**config.mk**
```make
export PLATFORM = sky130hd
export DESIGN_NAME = rfps_top
export DESIGN_NICKNAME = d
export VERILOG_FILES = /design/src/logic/rfps_pkg.sv /design/src/logic/rfps_debounce.sv /design/src/logic/rfps_gate_drive.sv /design/src/logic/rfps_top.sv
export VERILOG_INCLUDE_DIRS = /design/src /design/src/logic
export SDC_FILE = /design/constraint.sdc
export NUM_CORES = 1
export LEC_CHECK = 0
export ABC_AREA = 1
export BUFFER_PORTS_ARGS = -buffer_cell sky130_fd_sc_hd__clkbuf_2
export CORE_AREA = 2 2 121 123
export CTS_BUF_LIST = sky130_fd_sc_hd__clkbuf_8
export DETAILED_ROUTE_END_ITERATION = 10
export DIE_AREA = 0 0 123 125
export HOLD_SLACK_MARGIN = 0.06
export PLACE_DENSITY = 0.78
export SLEW_MARGIN = 40
export SYNTH_ARGS = -nofsm -noshare
export SYNTH_HDL_FRONTEND = slang
export SYNTH_HIERARCHICAL = 1
export SYNTH_SLANG_ARGS = --single-unit
```
**constraint.sdc**
```tcl
create_clock -name clock -period 1.85 [get_ports clock]
set_clock_uncertainty 0.2 [all_clocks]
set_input_delay 0 -clock clock [delete_from_list [all_inputs] [get_ports clock]]
set_output_delay 0 -clock clock [all_outputs]
set_load 0.02 [all_outputs]
```
**src/logic/rfps_defs.svh**
```systemverilog
`ifndef RFPS_DEFS_SVH
`define RFPS_DEFS_SVH

// ***************************************************************
// clock and debounce timing
// ***************************************************************
`define RFPS_CLK_MHZ 50
`define RFPS_OC_DELAY_US 100
`define RFPS_SC_DELAY_US 20
`define RFPS_OC_DELAY_CYC (`RFPS_OC_DELAY_US * `RFPS_CLK_MHZ)
`define RFPS_SC_DELAY_CYC (`RFPS_SC_DELAY_US * `RFPS_CLK_MHZ)
`define RFPS_OV_DELAY_CYC 1
`define RFPS_CNT_W 13

// ***************************************************************
// phases
// ***************************************************************
`define RFPS_CORE_CH 4
`define RFPS_PH_1 3'h1
`define RFPS_PH_2 3'h2
`define RFPS_PH_3 3'h3
`define RFPS_PH_4 3'h4

// ***************************************************************
// register offsets
// ***************************************************************
`define RFPS_ADDR_W 8
`define RFPS_OFS_CTRL 8'h00
`define RFPS_OFS_FAULT 8'h04
`define RFPS_OFS_IRQ_STATUS 8'h08
`define RFPS_OFS_IRQ_CLEAR 8'h0C
`define RFPS_OFS_IRQ_ENABLE 8'h10
`define RFPS_OFS_PHASE 8'h14

// ***************************************************************
// field positions and reset values
// ***************************************************************
`define RFPS_CTRL_SERIAL_BIT 0
`define RFPS_CTRL_RESET 1'h0
`define RFPS_EVT_W 7
`define RFPS_EVT_CORE_OC 0
`define RFPS_EVT_CORE_SC 1
`define RFPS_EVT_CORE_OV 2
`define RFPS_EVT_AUX_OC 3
`define RFPS_EVT_AUX_SC 4
`define RFPS_EVT_AUX_OV 5
`define RFPS_EVT_PS_ENTER 6
`define RFPS_IRQ_EN_RESET 7'h00
`define RFPS_PHASE_ACT_LSB 4
`define RFPS_PHASE_PS_BIT 8
`define RFPS_PHASE_TAKEN_BIT 9

`endif

```
**src/logic/rfps_pkg.sv**
```systemverilog
package rfps_pkg;
   typedef enum logic {
      PS_NORMAL,
      PS_SHED
   } rfps_ps_e;
   typedef logic [2:0] rfps_phase_t;
   typedef logic [6:0] rfps_evt_t;
endpackage

```
**src/logic/rfps_debounce.sv**
```systemverilog
`timescale 1ns/1ps
`include "rfps_defs.svh"
module rfps_debounce
   import rfps_pkg::*;
#(
   parameter int DELAY = 1
) (
   input wire logic clock,
   input wire logic arst_n,
   input wire logic level,
   output logic trip
);
   localparam logic [`RFPS_CNT_W-1:0] LAST = `RFPS_CNT_W'(DELAY - 1);
   logic [`RFPS_CNT_W-1:0] cnt;

   // ***************************************************************
   // continuous-high counter
   // ***************************************************************
   always_ff @(posedge clock or negedge arst_n) begin
      if (!arst_n) begin
         cnt <= '0;
      end else if (!level) begin
         cnt <= '0;
      end else if (cnt != LAST) begin
         cnt <= cnt + 1'b1;
      end
   end

   assign trip = level && (cnt == LAST);
endmodule

```
**src/logic/rfps_gate_drive.sv**
```systemverilog
`timescale 1ns/1ps
module rfps_gate_drive
#(
   parameter int CH = 1
) (
   input wire logic clock,
   input wire logic arst_n,
   input wire logic [CH-1:0] pwm,
   input wire logic [CH-1:0] active,
   input wire logic rail_off,
   input wire logic ov_clamp,
   output logic [CH-1:0] hs_req,
   output logic [CH-1:0] ls_req
);
   // ***************************************************************
   // per-channel request flops
   // ***************************************************************
   genvar g;
   generate
      for (g = 0; g < CH; g++) begin : gen_ch
         always_ff @(posedge clock or negedge arst_n) begin
            if (!arst_n) begin
               hs_req[g] <= 1'b0;
               ls_req[g] <= 1'b0;
            end else if (ov_clamp) begin
               hs_req[g] <= 1'b0;
               ls_req[g] <= 1'b1;
            end else if (rail_off || !active[g]) begin
               hs_req[g] <= 1'b0;
               ls_req[g] <= 1'b0;
            end else begin
               hs_req[g] <= pwm[g];
               ls_req[g] <= !pwm[g];
            end
         end
      end
   endgenerate
endmodule

```
**src/logic/rfps_top.sv**
```systemverilog
// Contract
// core over-current held for delay latches fault
// core over-current fault turns all core gates off
// core short-circuit held 20us latches fault
// core short-circuit fault turns all core gates off
// core feedback above limit latches over-voltage
// core over-voltage: low sides on, highs off
// aux over-current held 100us latches fault
// aux over-current: aux gates off, core untouched
// aux short-circuit held 20us latches fault
// aux short-circuit fault turns aux gates off
// aux feedback above limit latches over-voltage
// aux over-voltage: low side on, high off
// processor drives power-saving flag low to save
// flag taken from serial bus or pin
// saving sheds core to 1 or 2 phases
// leaving saving restores original phase count
// phase straps sampled at reset release, held
// debounce restarts when comparator drops early
// faults held until reset or enable re-rise
`timescale 1ns/1ps
`include "rfps_defs.svh"
module rfps_top
   import rfps_pkg::*;
#(
   parameter int OC_DELAY_CYC = `RFPS_OC_DELAY_CYC
) (
   input wire logic clock,
   input wire logic arst_n,
   input wire logic enable,
   input wire logic core_oc_cmp,
   input wire logic core_sc_cmp,
   input wire logic core_ov_cmp,
   input wire logic aux_oc_cmp,
   input wire logic aux_sc_cmp,
   input wire logic aux_ov_cmp,
   input wire logic [`RFPS_CORE_CH-1:0] core_pwm,
   input wire logic aux_pwm,
   input wire logic power_saving_flag_n,
   input wire logic serial_voltage_code_bus_flag_n,
   input wire logic phase_shed_select,
   input wire logic [2:0] phase_strap,
   input wire logic [`RFPS_ADDR_W-1:0] reg_addr,
   input wire logic [31:0] reg_wdata,
   input wire logic reg_write,
   input wire logic reg_read,
   output logic [31:0] reg_rdata,
   output logic irq,
   output logic [`RFPS_CORE_CH-1:0] core_hs_req,
   output logic [`RFPS_CORE_CH-1:0] core_ls_req,
   output logic [`RFPS_CORE_CH-1:0] core_phase_active,
   output logic aux_hs_req,
   output logic aux_ls_req
);
   // ***************************************************************
   // declarations
   // ***************************************************************
   logic trip_core_oc;
   logic trip_core_sc;
   logic trip_core_ov;
   logic trip_aux_oc;
   logic trip_aux_sc;
   logic trip_aux_ov;
   logic fault_core_oc;
   logic fault_core_sc;
   logic fault_core_ov;
   logic fault_aux_oc;
   logic fault_aux_sc;
   logic fault_aux_ov;
   logic enable_q;
   logic enable_rise;
   logic ctrl_serial;
   logic strap_taken;
   rfps_phase_t base_phases;
   rfps_phase_t shed_target;
   rfps_phase_t next_active_phases;
   rfps_phase_t active_phases;
   rfps_ps_e ps_state;
   rfps_ps_e next_ps_state;
   logic psi_asserted;
   logic ps_enter;
   rfps_evt_t events;
   rfps_evt_t irq_status;
   rfps_evt_t irq_enable;
   rfps_evt_t irq_clear;
   rfps_evt_t next_irq_status;
   rfps_evt_t fault_vec;
   logic [`RFPS_CORE_CH-1:0] next_phase_mask;
   logic core_off;
   logic aux_off;
   logic [31:0] next_rdata;
   logic [31:0] phase_word;

   // ***************************************************************
   // comparator debounce
   // ***************************************************************
   rfps_debounce #(
      .DELAY(OC_DELAY_CYC)
   ) u_db_core_oc (
      .clock(clock),
      .arst_n(arst_n),
      .level(core_oc_cmp),
      .trip(trip_core_oc)
   );

   rfps_debounce #(
      .DELAY(`RFPS_SC_DELAY_CYC)
   ) u_db_core_sc (
      .clock(clock),
      .arst_n(arst_n),
      .level(core_sc_cmp),
      .trip(trip_core_sc)
   );

   rfps_debounce #(
      .DELAY(`RFPS_OV_DELAY_CYC)
   ) u_db_core_ov (
      .clock(clock),
      .arst_n(arst_n),
      .level(core_ov_cmp),
      .trip(trip_core_ov)
   );

   rfps_debounce #(
      .DELAY(OC_DELAY_CYC)
   ) u_db_aux_oc (
      .clock(clock),
      .arst_n(arst_n),
      .level(aux_oc_cmp),
      .trip(trip_aux_oc)
   );

   rfps_debounce #(
      .DELAY(`RFPS_SC_DELAY_CYC)
   ) u_db_aux_sc (
      .clock(clock),
      .arst_n(arst_n),
      .level(aux_sc_cmp),
      .trip(trip_aux_sc)
   );

   rfps_debounce #(
      .DELAY(`RFPS_OV_DELAY_CYC)
   ) u_db_aux_ov (
      .clock(clock),
      .arst_n(arst_n),
      .level(aux_ov_cmp),
      .trip(trip_aux_ov)
   );

   // ***************************************************************
   // enable edge
   // ***************************************************************
   always_ff @(posedge clock or negedge arst_n) begin
      if (!arst_n) begin
         enable_q <= 1'b0;
      end else begin
         enable_q <= enable;
      end
   end

   assign enable_rise = enable && !enable_q;

   // ***************************************************************
   // fault latches, set wins over clear
   // ***************************************************************
   always_ff @(posedge clock or negedge arst_n) begin
      if (!arst_n) begin
         fault_core_oc <= 1'b0;
         fault_core_sc <= 1'b0;
         fault_core_ov <= 1'b0;
      end else begin
         fault_core_oc <= trip_core_oc || (fault_core_oc && !enable_rise);
         fault_core_sc <= trip_core_sc || (fault_core_sc && !enable_rise);
         fault_core_ov <= trip_core_ov || (fault_core_ov && !enable_rise);
      end
   end

   always_ff @(posedge clock or negedge arst_n) begin
      if (!arst_n) begin
         fault_aux_oc <= 1'b0;
         fault_aux_sc <= 1'b0;
         fault_aux_ov <= 1'b0;
      end else begin
         fault_aux_oc <= trip_aux_oc || (fault_aux_oc && !enable_rise);
         fault_aux_sc <= trip_aux_sc || (fault_aux_sc && !enable_rise);
         fault_aux_ov <= trip_aux_ov || (fault_aux_ov && !enable_rise);
      end
   end

   assign fault_vec = {1'b0, fault_aux_ov, fault_aux_sc, fault_aux_oc,
                       fault_core_ov, fault_core_sc, fault_core_oc};

   // ***************************************************************
   // phase strap capture at reset release
   // ***************************************************************
   always_ff @(posedge clock or negedge arst_n) begin
      if (!arst_n) begin
         strap_taken <= 1'b0;
         base_phases <= `RFPS_PH_4;
      end else if (!strap_taken) begin
         strap_taken <= 1'b1;
         if (phase_strap[0]) begin
            base_phases <= `RFPS_PH_1;
         end else if (phase_strap[1]) begin
            base_phases <= `RFPS_PH_2;
         end else if (phase_strap[2]) begin
            base_phases <= `RFPS_PH_3;
         end else begin
            base_phases <= `RFPS_PH_4;
         end
      end
   end

   // ***************************************************************
   // power-saving control
   // ***************************************************************
   assign psi_asserted = ctrl_serial ? !serial_voltage_code_bus_flag_n
                                     : !power_saving_flag_n;
   assign shed_target = phase_shed_select ? `RFPS_PH_2 : `RFPS_PH_1;

   always_comb begin
      next_ps_state = ps_state;
      case (ps_state)
         PS_NORMAL: begin
            if (psi_asserted) begin
               next_ps_state = PS_SHED;
            end
         end
         PS_SHED: begin
            if (!psi_asserted) begin
               next_ps_state = PS_NORMAL;
            end
         end
         default: begin
            next_ps_state = PS_NORMAL;
         end
      endcase
   end

   assign ps_enter = (ps_state == PS_NORMAL) && (next_ps_state == PS_SHED);

   always_comb begin
      if (ps_state == PS_SHED && shed_target < base_phases) begin
         next_active_phases = shed_target;
      end else begin
         next_active_phases = base_phases;
      end
   end

   always_ff @(posedge clock or negedge arst_n) begin
      if (!arst_n) begin
         ps_state <= PS_NORMAL;
         active_phases <= `RFPS_PH_4;
      end else begin
         ps_state <= next_ps_state;
         active_phases <= next_active_phases;
      end
   end

   // ***************************************************************
   // active channel mask
   // ***************************************************************
   genvar gc;
   generate
      for (gc = 0; gc < `RFPS_CORE_CH; gc++) begin : gen_mask
         assign next_phase_mask[gc] = strap_taken &&
            (active_phases > 3'(gc));
      end
   endgenerate

   always_ff @(posedge clock or negedge arst_n) begin
      if (!arst_n) begin
         core_phase_active <= '0;
      end else begin
         core_phase_active <= next_phase_mask;
      end
   end

   // ***************************************************************
   // gate requests
   // ***************************************************************
   assign core_off = fault_core_oc || fault_core_sc || !enable;
   assign aux_off = fault_aux_oc || fault_aux_sc || !enable;

   rfps_gate_drive #(
      .CH(`RFPS_CORE_CH)
   ) u_core_drive (
      .clock(clock),
      .arst_n(arst_n),
      .pwm(core_pwm),
      .active(core_phase_active),
      .rail_off(core_off),
      .ov_clamp(fault_core_ov),
      .hs_req(core_hs_req),
      .ls_req(core_ls_req)
   );

   rfps_gate_drive #(
      .CH(1)
   ) u_aux_drive (
      .clock(clock),
      .arst_n(arst_n),
      .pwm(aux_pwm),
      .active(strap_taken),
      .rail_off(aux_off),
      .ov_clamp(fault_aux_ov),
      .hs_req(aux_hs_req),
      .ls_req(aux_ls_req)
   );

   // ***************************************************************
   // interrupt status, clear and enable
   // ***************************************************************
   always_comb begin
      events = '0;
      events[`RFPS_EVT_CORE_OC] = trip_core_oc && !fault_core_oc;
      events[`RFPS_EVT_CORE_SC] = trip_core_sc && !fault_core_sc;
      events[`RFPS_EVT_CORE_OV] = trip_core_ov && !fault_core_ov;
      events[`RFPS_EVT_AUX_OC] = trip_aux_oc && !fault_aux_oc;
      events[`RFPS_EVT_AUX_SC] = trip_aux_sc && !fault_aux_sc;
      events[`RFPS_EVT_AUX_OV] = trip_aux_ov && !fault_aux_ov;
      events[`RFPS_EVT_PS_ENTER] = ps_enter;
   end

   always_comb begin
      irq_clear = '0;
      if (reg_write && reg_addr == `RFPS_OFS_IRQ_CLEAR) begin
         irq_clear = reg_wdata[`RFPS_EVT_W-1:0];
      end
   end

   assign next_irq_status = (irq_status & ~irq_clear) | events;

   always_ff @(posedge clock or negedge arst_n) begin
      if (!arst_n) begin
         irq_status <= '0;
      end else begin
         irq_status <= next_irq_status;
      end
   end

   always_ff @(posedge clock or negedge arst_n) begin
      if (!arst_n) begin
         irq_enable <= `RFPS_IRQ_EN_RESET;
      end else if (reg_write && reg_addr == `RFPS_OFS_IRQ_ENABLE) begin
         irq_enable <= reg_wdata[`RFPS_EVT_W-1:0];
      end
   end

   always_ff @(posedge clock or negedge arst_n) begin
      if (!arst_n) begin
         irq <= 1'b0;
      end else if (reg_write && reg_addr == `RFPS_OFS_IRQ_ENABLE) begin
         irq <= |(next_irq_status & reg_wdata[`RFPS_EVT_W-1:0]);
      end else begin
         irq <= |(next_irq_status & irq_enable);
      end
   end

   // ***************************************************************
   // control register
   // ***************************************************************
   always_ff @(posedge clock or negedge arst_n) begin
      if (!arst_n) begin
         ctrl_serial <= `RFPS_CTRL_RESET;
      end else if (reg_write && reg_addr == `RFPS_OFS_CTRL) begin
         ctrl_serial <= reg_wdata[`RFPS_CTRL_SERIAL_BIT];
      end
   end

   // ***************************************************************
   // read port
   // ***************************************************************
   always_comb begin
      phase_word = '0;
      phase_word[2:0] = base_phases;
      phase_word[`RFPS_PHASE_ACT_LSB +: 3] = active_phases;
      phase_word[`RFPS_PHASE_PS_BIT] = (ps_state == PS_SHED);
      phase_word[`RFPS_PHASE_TAKEN_BIT] = strap_taken;
   end

   always_comb begin
      next_rdata = '0;
      if (reg_read) begin
         case (reg_addr)
            `RFPS_OFS_CTRL: begin
               next_rdata[`RFPS_CTRL_SERIAL_BIT] = ctrl_serial;
            end
            `RFPS_OFS_FAULT: begin
               next_rdata[`RFPS_EVT_W-1:0] = fault_vec;
            end
            `RFPS_OFS_IRQ_STATUS: begin
               next_rdata[`RFPS_EVT_W-1:0] = irq_status;
            end
            `RFPS_OFS_IRQ_ENABLE: begin
               next_rdata[`RFPS_EVT_W-1:0] = irq_enable;
            end
            `RFPS_OFS_PHASE: begin
               next_rdata = phase_word;
            end
            default: begin
               next_rdata = '0;
            end
         endcase
      end
   end

   always_ff @(posedge clock or negedge arst_n) begin
      if (!arst_n) begin
         reg_rdata <= '0;
      end else begin
         reg_rdata <= next_rdata;
      end
   end
endmodule

```
## After elaboration in Yosys (flattened, before gate mapping)

Index checks and enable logic that the tools add are counted.

| word-level totals | value |
|---|---|
| bits of input ports | 62 |
| output and inout bits | 47 |
| bits in registers | 155 |
| word-level logic and storage cells | 185 |

| cells by class | value |
|---|---|
| $lt $le $gt $ge | 5 |
| bitwise operators | 6 |
| $add $sub $neg | 6 |
| reductions and logical operators | 71 |
| mux-type cells | 45 |
| equal/unequal tests | 19 |

Operator list:

| cell | count |
|---|---|
| 2-to-1 mux 13 bit | 12 |
| adder 13 x 1 -> 13 bit, second input constant | 6 |
| 2-to-1 mux 32 bit | 1 |
| logical AND 1 bit | 28 |
| equality test 13 x 10 -> 1 bit, second input constant | 2 |
| equality test 13 bit, second input constant | 2 |
| zero test 13 bit | 2 |
| != test 13 x 10 -> 1 bit, second input constant | 2 |
| != test 13 bit, second input constant | 2 |
| nonzero test 13 bit | 2 |
| case mux 6 bit (4 select lines) | 1 |
| 2-to-1 mux 1 bit | 23 |
| bitwise AND 7 bit | 3 |
| zero test 1 bit | 21 |
| equality test 8 x 4 -> 1 bit, second input constant | 2 |
| equality test 8 x 5 -> 1 bit, second input constant | 2 |
| logical OR 1 bit | 15 |
| 2-to-1 mux 3 bit | 5 |
| OR reduction 7 bit | 2 |
| != test 2 x 1 -> 1 bit, second input constant | 6 |
| equality test 8 x 3 -> 1 bit, second input constant | 1 |
| zero test 8 bit | 1 |
| 2-to-1 mux 7 bit | 1 |
| NOT 7 bit | 1 |
| 7 further kinds | 9 |

## Depth between registers and ports, before layout

| depth | value |
|---|---|
| depth after elaboration | 9 |
| mapped depth | 14 |
| gate-level depth less buffers | 14 |

## Cells and area by module

The synthesis kept the hierarchy.

By module, submodules not included:

| module | area each (um^2) | times used | sequential area each (um^2) | cells each |
|---|---|---|---|---|
| rfps_top | 2207.1 | 1 | 1103.6 | 272 |
| rfps_debounce (u_db_aux_ov ...) | 824.5 | 2 | 325.3 | 113 |
| rfps_debounce (u_db_aux_oc ...) | 798.3 | 2 | 325.3 | 117 |
| rfps_debounce (u_db_aux_sc ...) | 794.5 | 2 | 325.3 | 115 |
| rfps_gate_drive (u_core_drive) | 302.8 | 1 | 200.2 | 34 |
| rfps_gate_drive (u_aux_drive) | 81.3 | 1 | 50.0 | 10 |

## Worst setup path after synthesis

No wires, ideal clock.

| path | value |
|---|---|
| kind | flip-flop to flip-flop |
| start point | register u_db_core_sc.cnt[0] |
| end point | register irq |
| stages on the path, launching flop included | 14 |
| library setup time | 113 ps |
| setup slack | 138 ps |
| data required time | 1537 ps |
| period minus slack after synthesis | 1712 ps |
| path buffers | 0 |
| arrival time | 1399 ps |
| cells stage by stage | dfrtp_1 -> ha_1 -> nand2_1 -> nor2_1 -> nand3_1 -> nor2_1 -> nand2_1 -> nand2_1 -> nand2_1 -> nand2_1 -> nor2_1 -> nand2_1 -> nand2_1 -> inv_1 |

| on the way | value |
|---|---|
| longest elaborated chain between the ends | 7 |
| elaborated cells on any way between the ends | 9 |
| classes of those cells | eq/ne (1); mux (1); bitwise (3); reduce/logical (4) |

RTL lines:

| item | RTL line | text |
|---|---|---|
| from (decl) | rfps_debounce.sv:14 | `` logic [`RFPS_CNT_W-1:0] cnt; `` |
| from (signal assigned) | rfps_debounce.sv:25 | `cnt <= cnt + 1'b1;` |
| equality test 13 x 10 -> 1 bit * | rfps_debounce.sv:29 | `assign trip = level && (cnt == LAST);` |
| logical AND 1 bit * | rfps_debounce.sv:29 |  |
| via trip_core_sc | rfps_top.sv:59 | `logic trip_core_sc;` |
| logical AND 1 bit * | rfps_top.sv:318 | `` events[`RFPS_EVT_CORE_SC] = trip_core_sc && !fault_core_sc; `` |
| OR 7 bit * | rfps_top.sv:333 | `assign next_irq_status = (irq_status & ~irq_clear) \| events;` |
| via next_irq_status[1] | rfps_top.sv:86 | `rfps_evt_t next_irq_status;` |
| bitwise AND 7 bit, on equally long branches | rfps_top.sv:357, rfps_top.sv:355 |  |
| OR reduction 7 bit, on equally long branches | rfps_top.sv:357, rfps_top.sv:355 |  |
| 2-to-1 mux 1 bit * | rfps_top.sv:354 | `` end else if (reg_write && reg_addr == `RFPS_OFS_IRQ_ENABLE) begin `` |
| to (signal assigned) | rfps_top.sv:355 | `` irq <= \|(next_irq_status & reg_wdata[`RFPS_EVT_W-1:0]); `` |
| to (signal assigned) | rfps_top.sv:357 | `irq <= \|(next_irq_status & irq_enable);` |
| to (decl) | rfps_top.sv:48 | `output logic irq,` |

Mark *: on every way through the listed nets, which the timed path passes. The rest lies on a longest branch.
A chain may end at the register's enable or synchronous reset.

## Worst setup path after layout

| path | value |
|---|---|
| start point | register u_db_aux_oc.cnt[0] |
| end point | register irq |

| on the way | value |
|---|---|
| longest elaborated chain between the ends | 7 |
| elaborated cells on any way between the ends | 9 |
| classes of those cells | eq/ne (1); mux (1); bitwise (3); reduce/logical (4) |

RTL lines:

| item | RTL line | text |
|---|---|---|
| from (decl) | rfps_debounce.sv:14 |  |
| from (signal assigned) | rfps_debounce.sv:25 |  |
| equality test 13 bit * | rfps_debounce.sv:29 |  |
| logical AND 1 bit * | rfps_debounce.sv:29 |  |
| via trip_aux_oc | rfps_top.sv:61 | `logic trip_aux_oc;` |
| logical AND 1 bit * | rfps_top.sv:320 | `` events[`RFPS_EVT_AUX_OC] = trip_aux_oc && !fault_aux_oc; `` |
| OR 7 bit * | rfps_top.sv:333 |  |
| via next_irq_status[3] | rfps_top.sv:86 |  |
| bitwise AND 7 bit, on equally long branches | rfps_top.sv:357, rfps_top.sv:355 |  |
| OR reduction 7 bit, on equally long branches | rfps_top.sv:357, rfps_top.sv:355 |  |
| 2-to-1 mux 1 bit * | rfps_top.sv:354 |  |

Marked as above.

==> run_results.csv <==
group,metric,value,unit
status,status,"complete, but fails checks",
status,violations,"hold timing, setup timing",
layout,seq_area,3307,um2
setup_path,critical_path.slowest_cell,"dfrtp_1",
setup_path,cpPeakStageDelay,400,ps
setup_path,cp_common_cell,"nand2_1",
timing,holdWs,-3.784,ps
setup_path,worstPathCellList,"ha_2, nand2_1, nor3_2, nand2_1, nor2_2, nand2_1, nand2_2, nand2_1, nand2_1, nor2_1, nand2_1, nand2_1, inv_1",
layout,drive_gt1_share,21.68,%
timing,drv_slew,0,
logic_synthesis,synth-seq-area-share,44.52,%
global_route,grt_max_degree,67,
die,initial_core_util,52.28,%
routing,met1_length,8155,um
logic_synthesis,synth_cells,1006,
placement,placedCellCount,1306,
layout,final_common_cell,"nand2_1",
setup_path,worstPathMaxFanout,4,
die,rows,44,
die,fp.dieW,123,um
timing,period_needed,1967,ps
timing,worst_pin_slew,624.8,ps
clock_tree,cts_max_level,4,
routing,vias,7447,
power,power_leakage,4.854,nW
placement,port-buffer-count,60,
run,cap_violations,0,
logic_synthesis,synth_edf_count,0,
setup_path,critPathBufInv,1,
clock_tree,ctsRootBufferMaster,"clkbuf_8",
logic_synthesis,yosys_register_bits,132,
clock_tree,clock_latency,460,ps
logic_synthesis,synth.distinct_cells,37,
timing,hold_violations,1,
layout,area_delta_synth_final,30.38,%
logic_synthesis,synth_simple_gate_area_share,38.16,%
setup_path,crit_family,"simple AND/OR/NAND/NOR gates",
global_route,grt_overflow_total,0,
routing,dr.pass1.iters,6,
global_route,grt_pass1_vias,6957,
timing,setup_viol,2,
layout,fin_nets,1285,
logic_synthesis,synth-async-reset-ratio,100.0,%
die,ios,109,
clock_tree,path_clk_slew,80,ps
logic_synthesis,synth_top_family_by_area,"simple AND/OR/NAND/NOR gates",
placement,routabilityCongestion,0.9388,
setup_path,cp.required,2060,ps
timing,layout_setup_ws,-116.8,ps
power,ir_worst_vdd,0.0005620,V
timing,rsz0062_at_grt,"yes",
routing,routed_wl,20030,um
layout,antennaDiodeCount,0,
setup_path,crit_type,"reg2reg",
logic_synthesis,avgSynthCellArea,7.382,um2
routing,dr_wl_met3,1331,um
logic_synthesis,synth-adder-area-share,1.516,%
logic_synthesis,syn_area,7426,um2
placement,post-dp-hpwl,12690,um
routing,top_layer,"met4",
timing,fmax,508.4,MHz
routing,ant_nets,0,
layout,n_fill_cell,1104,
layout,multiInputGateArea,3675,um2
logic_synthesis,synth_xor_area_share,0.9436,%
timing,timing.final.crit_share,106.3,%
routing,drc,0,
global_route,grt_pass1_wl,31860,um
logic_synthesis,synth_flop_cell,"dfrtp_1",
die,core,14200,um2
logic_synthesis,muxShareOfSynthArea,0.1348,%
global_route,antenna_found_initial,0,
setup_path,cp.arrival,2180,ps
routing,wl_per_cell,14.19,um
die,die_h,125,um
routing,post_drt_via_cell_ratio,5.278,
setup_path,start_kind,"flip-flop",
min_path,hp-class,"in2reg",
clock_tree,ctsLongestPathBuffers,2,
layout,final_cells,1411,
global_route,grt_util_all_layers,25.90,%
setup_path,cp-end-kind,"flip-flop",
timing,max_slew_margin,58.35,%
die,die_area,15380,um2
routing,met2WireLength,9813,um
clock_tree,cts_tree,"yes",
clock_tree,numCtsBuffers,17,
power,powerDensity,726.8,nW/um2
layout,final_cell_mix,"nand2_1 (275), nor2_1 (146), dfrtp_1 (129)",
logic_synthesis,synth_compound_area_share,5.948,%
logic_synthesis,yosys_warnings,6,
routing,first_iter_violations,679,
clock_tree,cts_sinks,132,
[worst paths after layout]
path / start / to / slack [ps] / cells past startpoint
min in group asynchronous: arst_n / u_db_core_oc/cnt[4] / 440 / 3
max: u_db_aux_oc/cnt[0] / irq / -120 / 13
max in group asynchronous: arst_n / u_db_aux_oc/cnt[5] / 420 / 4
min reg2reg: base_phases[2] / active_phases[2] / 320 / 2
max reg2reg: u_db_aux_oc/cnt[0] / irq / -120 / 13
min: reg_addr[1] / irq_status[2] / -4 / 7
[what timing repair did]
item / in CTS / in global routing
resized for setup: 0 / 46
hold buffers: 60 / 2
hold endpoints to repair: 259 / 7
setup endpoints to repair: 0 / 17
buffers inserted: 0 / 17
[report_power, final]
part           switching (mW)  internal, mW
logic                   0.507         0.332
registers              0.0772          2.98
clock network            1.19          1.95
[per-layer routing]
metal / vias to the layer above / GRT usage [%]
met5: - / 0.3289
met4: 0 / 10.23
met3: 77 / 6.843
met2: 278 / 41.73
met1: 3502 / 33.14
li1: 3590 / -
[metrics by stage]
step / setup WS, ps / TNS (ps) / util [%] / cell area (um2) / power [mW]
after floorplan: 137.8 / 0 / - / 7508 / 3.509
after global placement: 109.6 / 0 / 58.79 / 8351 / 3.772
after detailed placement: 38.58 / 0 / 58.79 / 8351 / 3.790
after CTS: 18.82 / 0 / 66.65 / 9467 / 6.995
after global routing: -197.3 / -291.4 / 68.16 / 9682 / 7.304
final: -116.8 / -131.7 / 68.16 / 9682 / 7.037
[worst min-delay path: stages]
cell and delay, ps:
clkbuf_2 100, nor2_4 60, nand2_1 150, nor2_2 110, nand3_1 70, nand2_1 60
nand2_2 70
[cells in the mapped netlist, types with 5 or more instances]
cell type  instances  area [um2]
inv_1            103       386.6
ha_1               9       112.6
inv_2              5       18.77
o21bai_1           8       60.06
o21ai_0           24       120.1
dfrtp_1          130        3253
nor2_2            10       62.56
a31oi_1            5       31.28
nor2_1           161       604.3
nor3_1            15       75.07
buf_4             26       195.2
nand3_1           89       445.4
nand2_2            5       31.28
a21oi_1           35       175.2
nand4_1           33       206.5
xor2_1             6       52.55
nand2_1          285        1070
nor2_4            19       214.0
[cells by family after synthesis]
kind of cell | count (synthesis)
other | 2
AND/OR/NAND/NOR | 631
adder cells (fa/ha/maj) | 9
buffers and inverters | 143
multiplexers | 1
XOR/XNOR | 8
AO/OA/AOI/OAI | 80
flip-flops | 132
[flip-flops by register name (all words and copies together) (netlist names), 3 cells and up]
name and cells:
base_phases 3, u_core_drive/hs_req 4, irq_enable 7, u_db_core_ov/cnt 13
u_core_drive/ls_req 4, reg_rdata 9, core_phase_active 4, u_db_aux_ov/cnt 13
u_db_core_sc/cnt 13, u_db_aux_oc/cnt 13, u_db_aux_sc/cnt 13, irq_status 7
u_db_core_oc/cnt 13, active_phases 3
[area by class of cell]
class                           instances  area share, %
Inverter                              109          4.278
Clock inverter                         13          2.623
Clock buffer                           19          2.701
Timing Repair Buffer                  201          15.91
Sequential cell                       132          34.16
Multi-Input combinational cell        753          37.96
Tap cell                              184          2.378
Power figures use the tool's default switching activity.
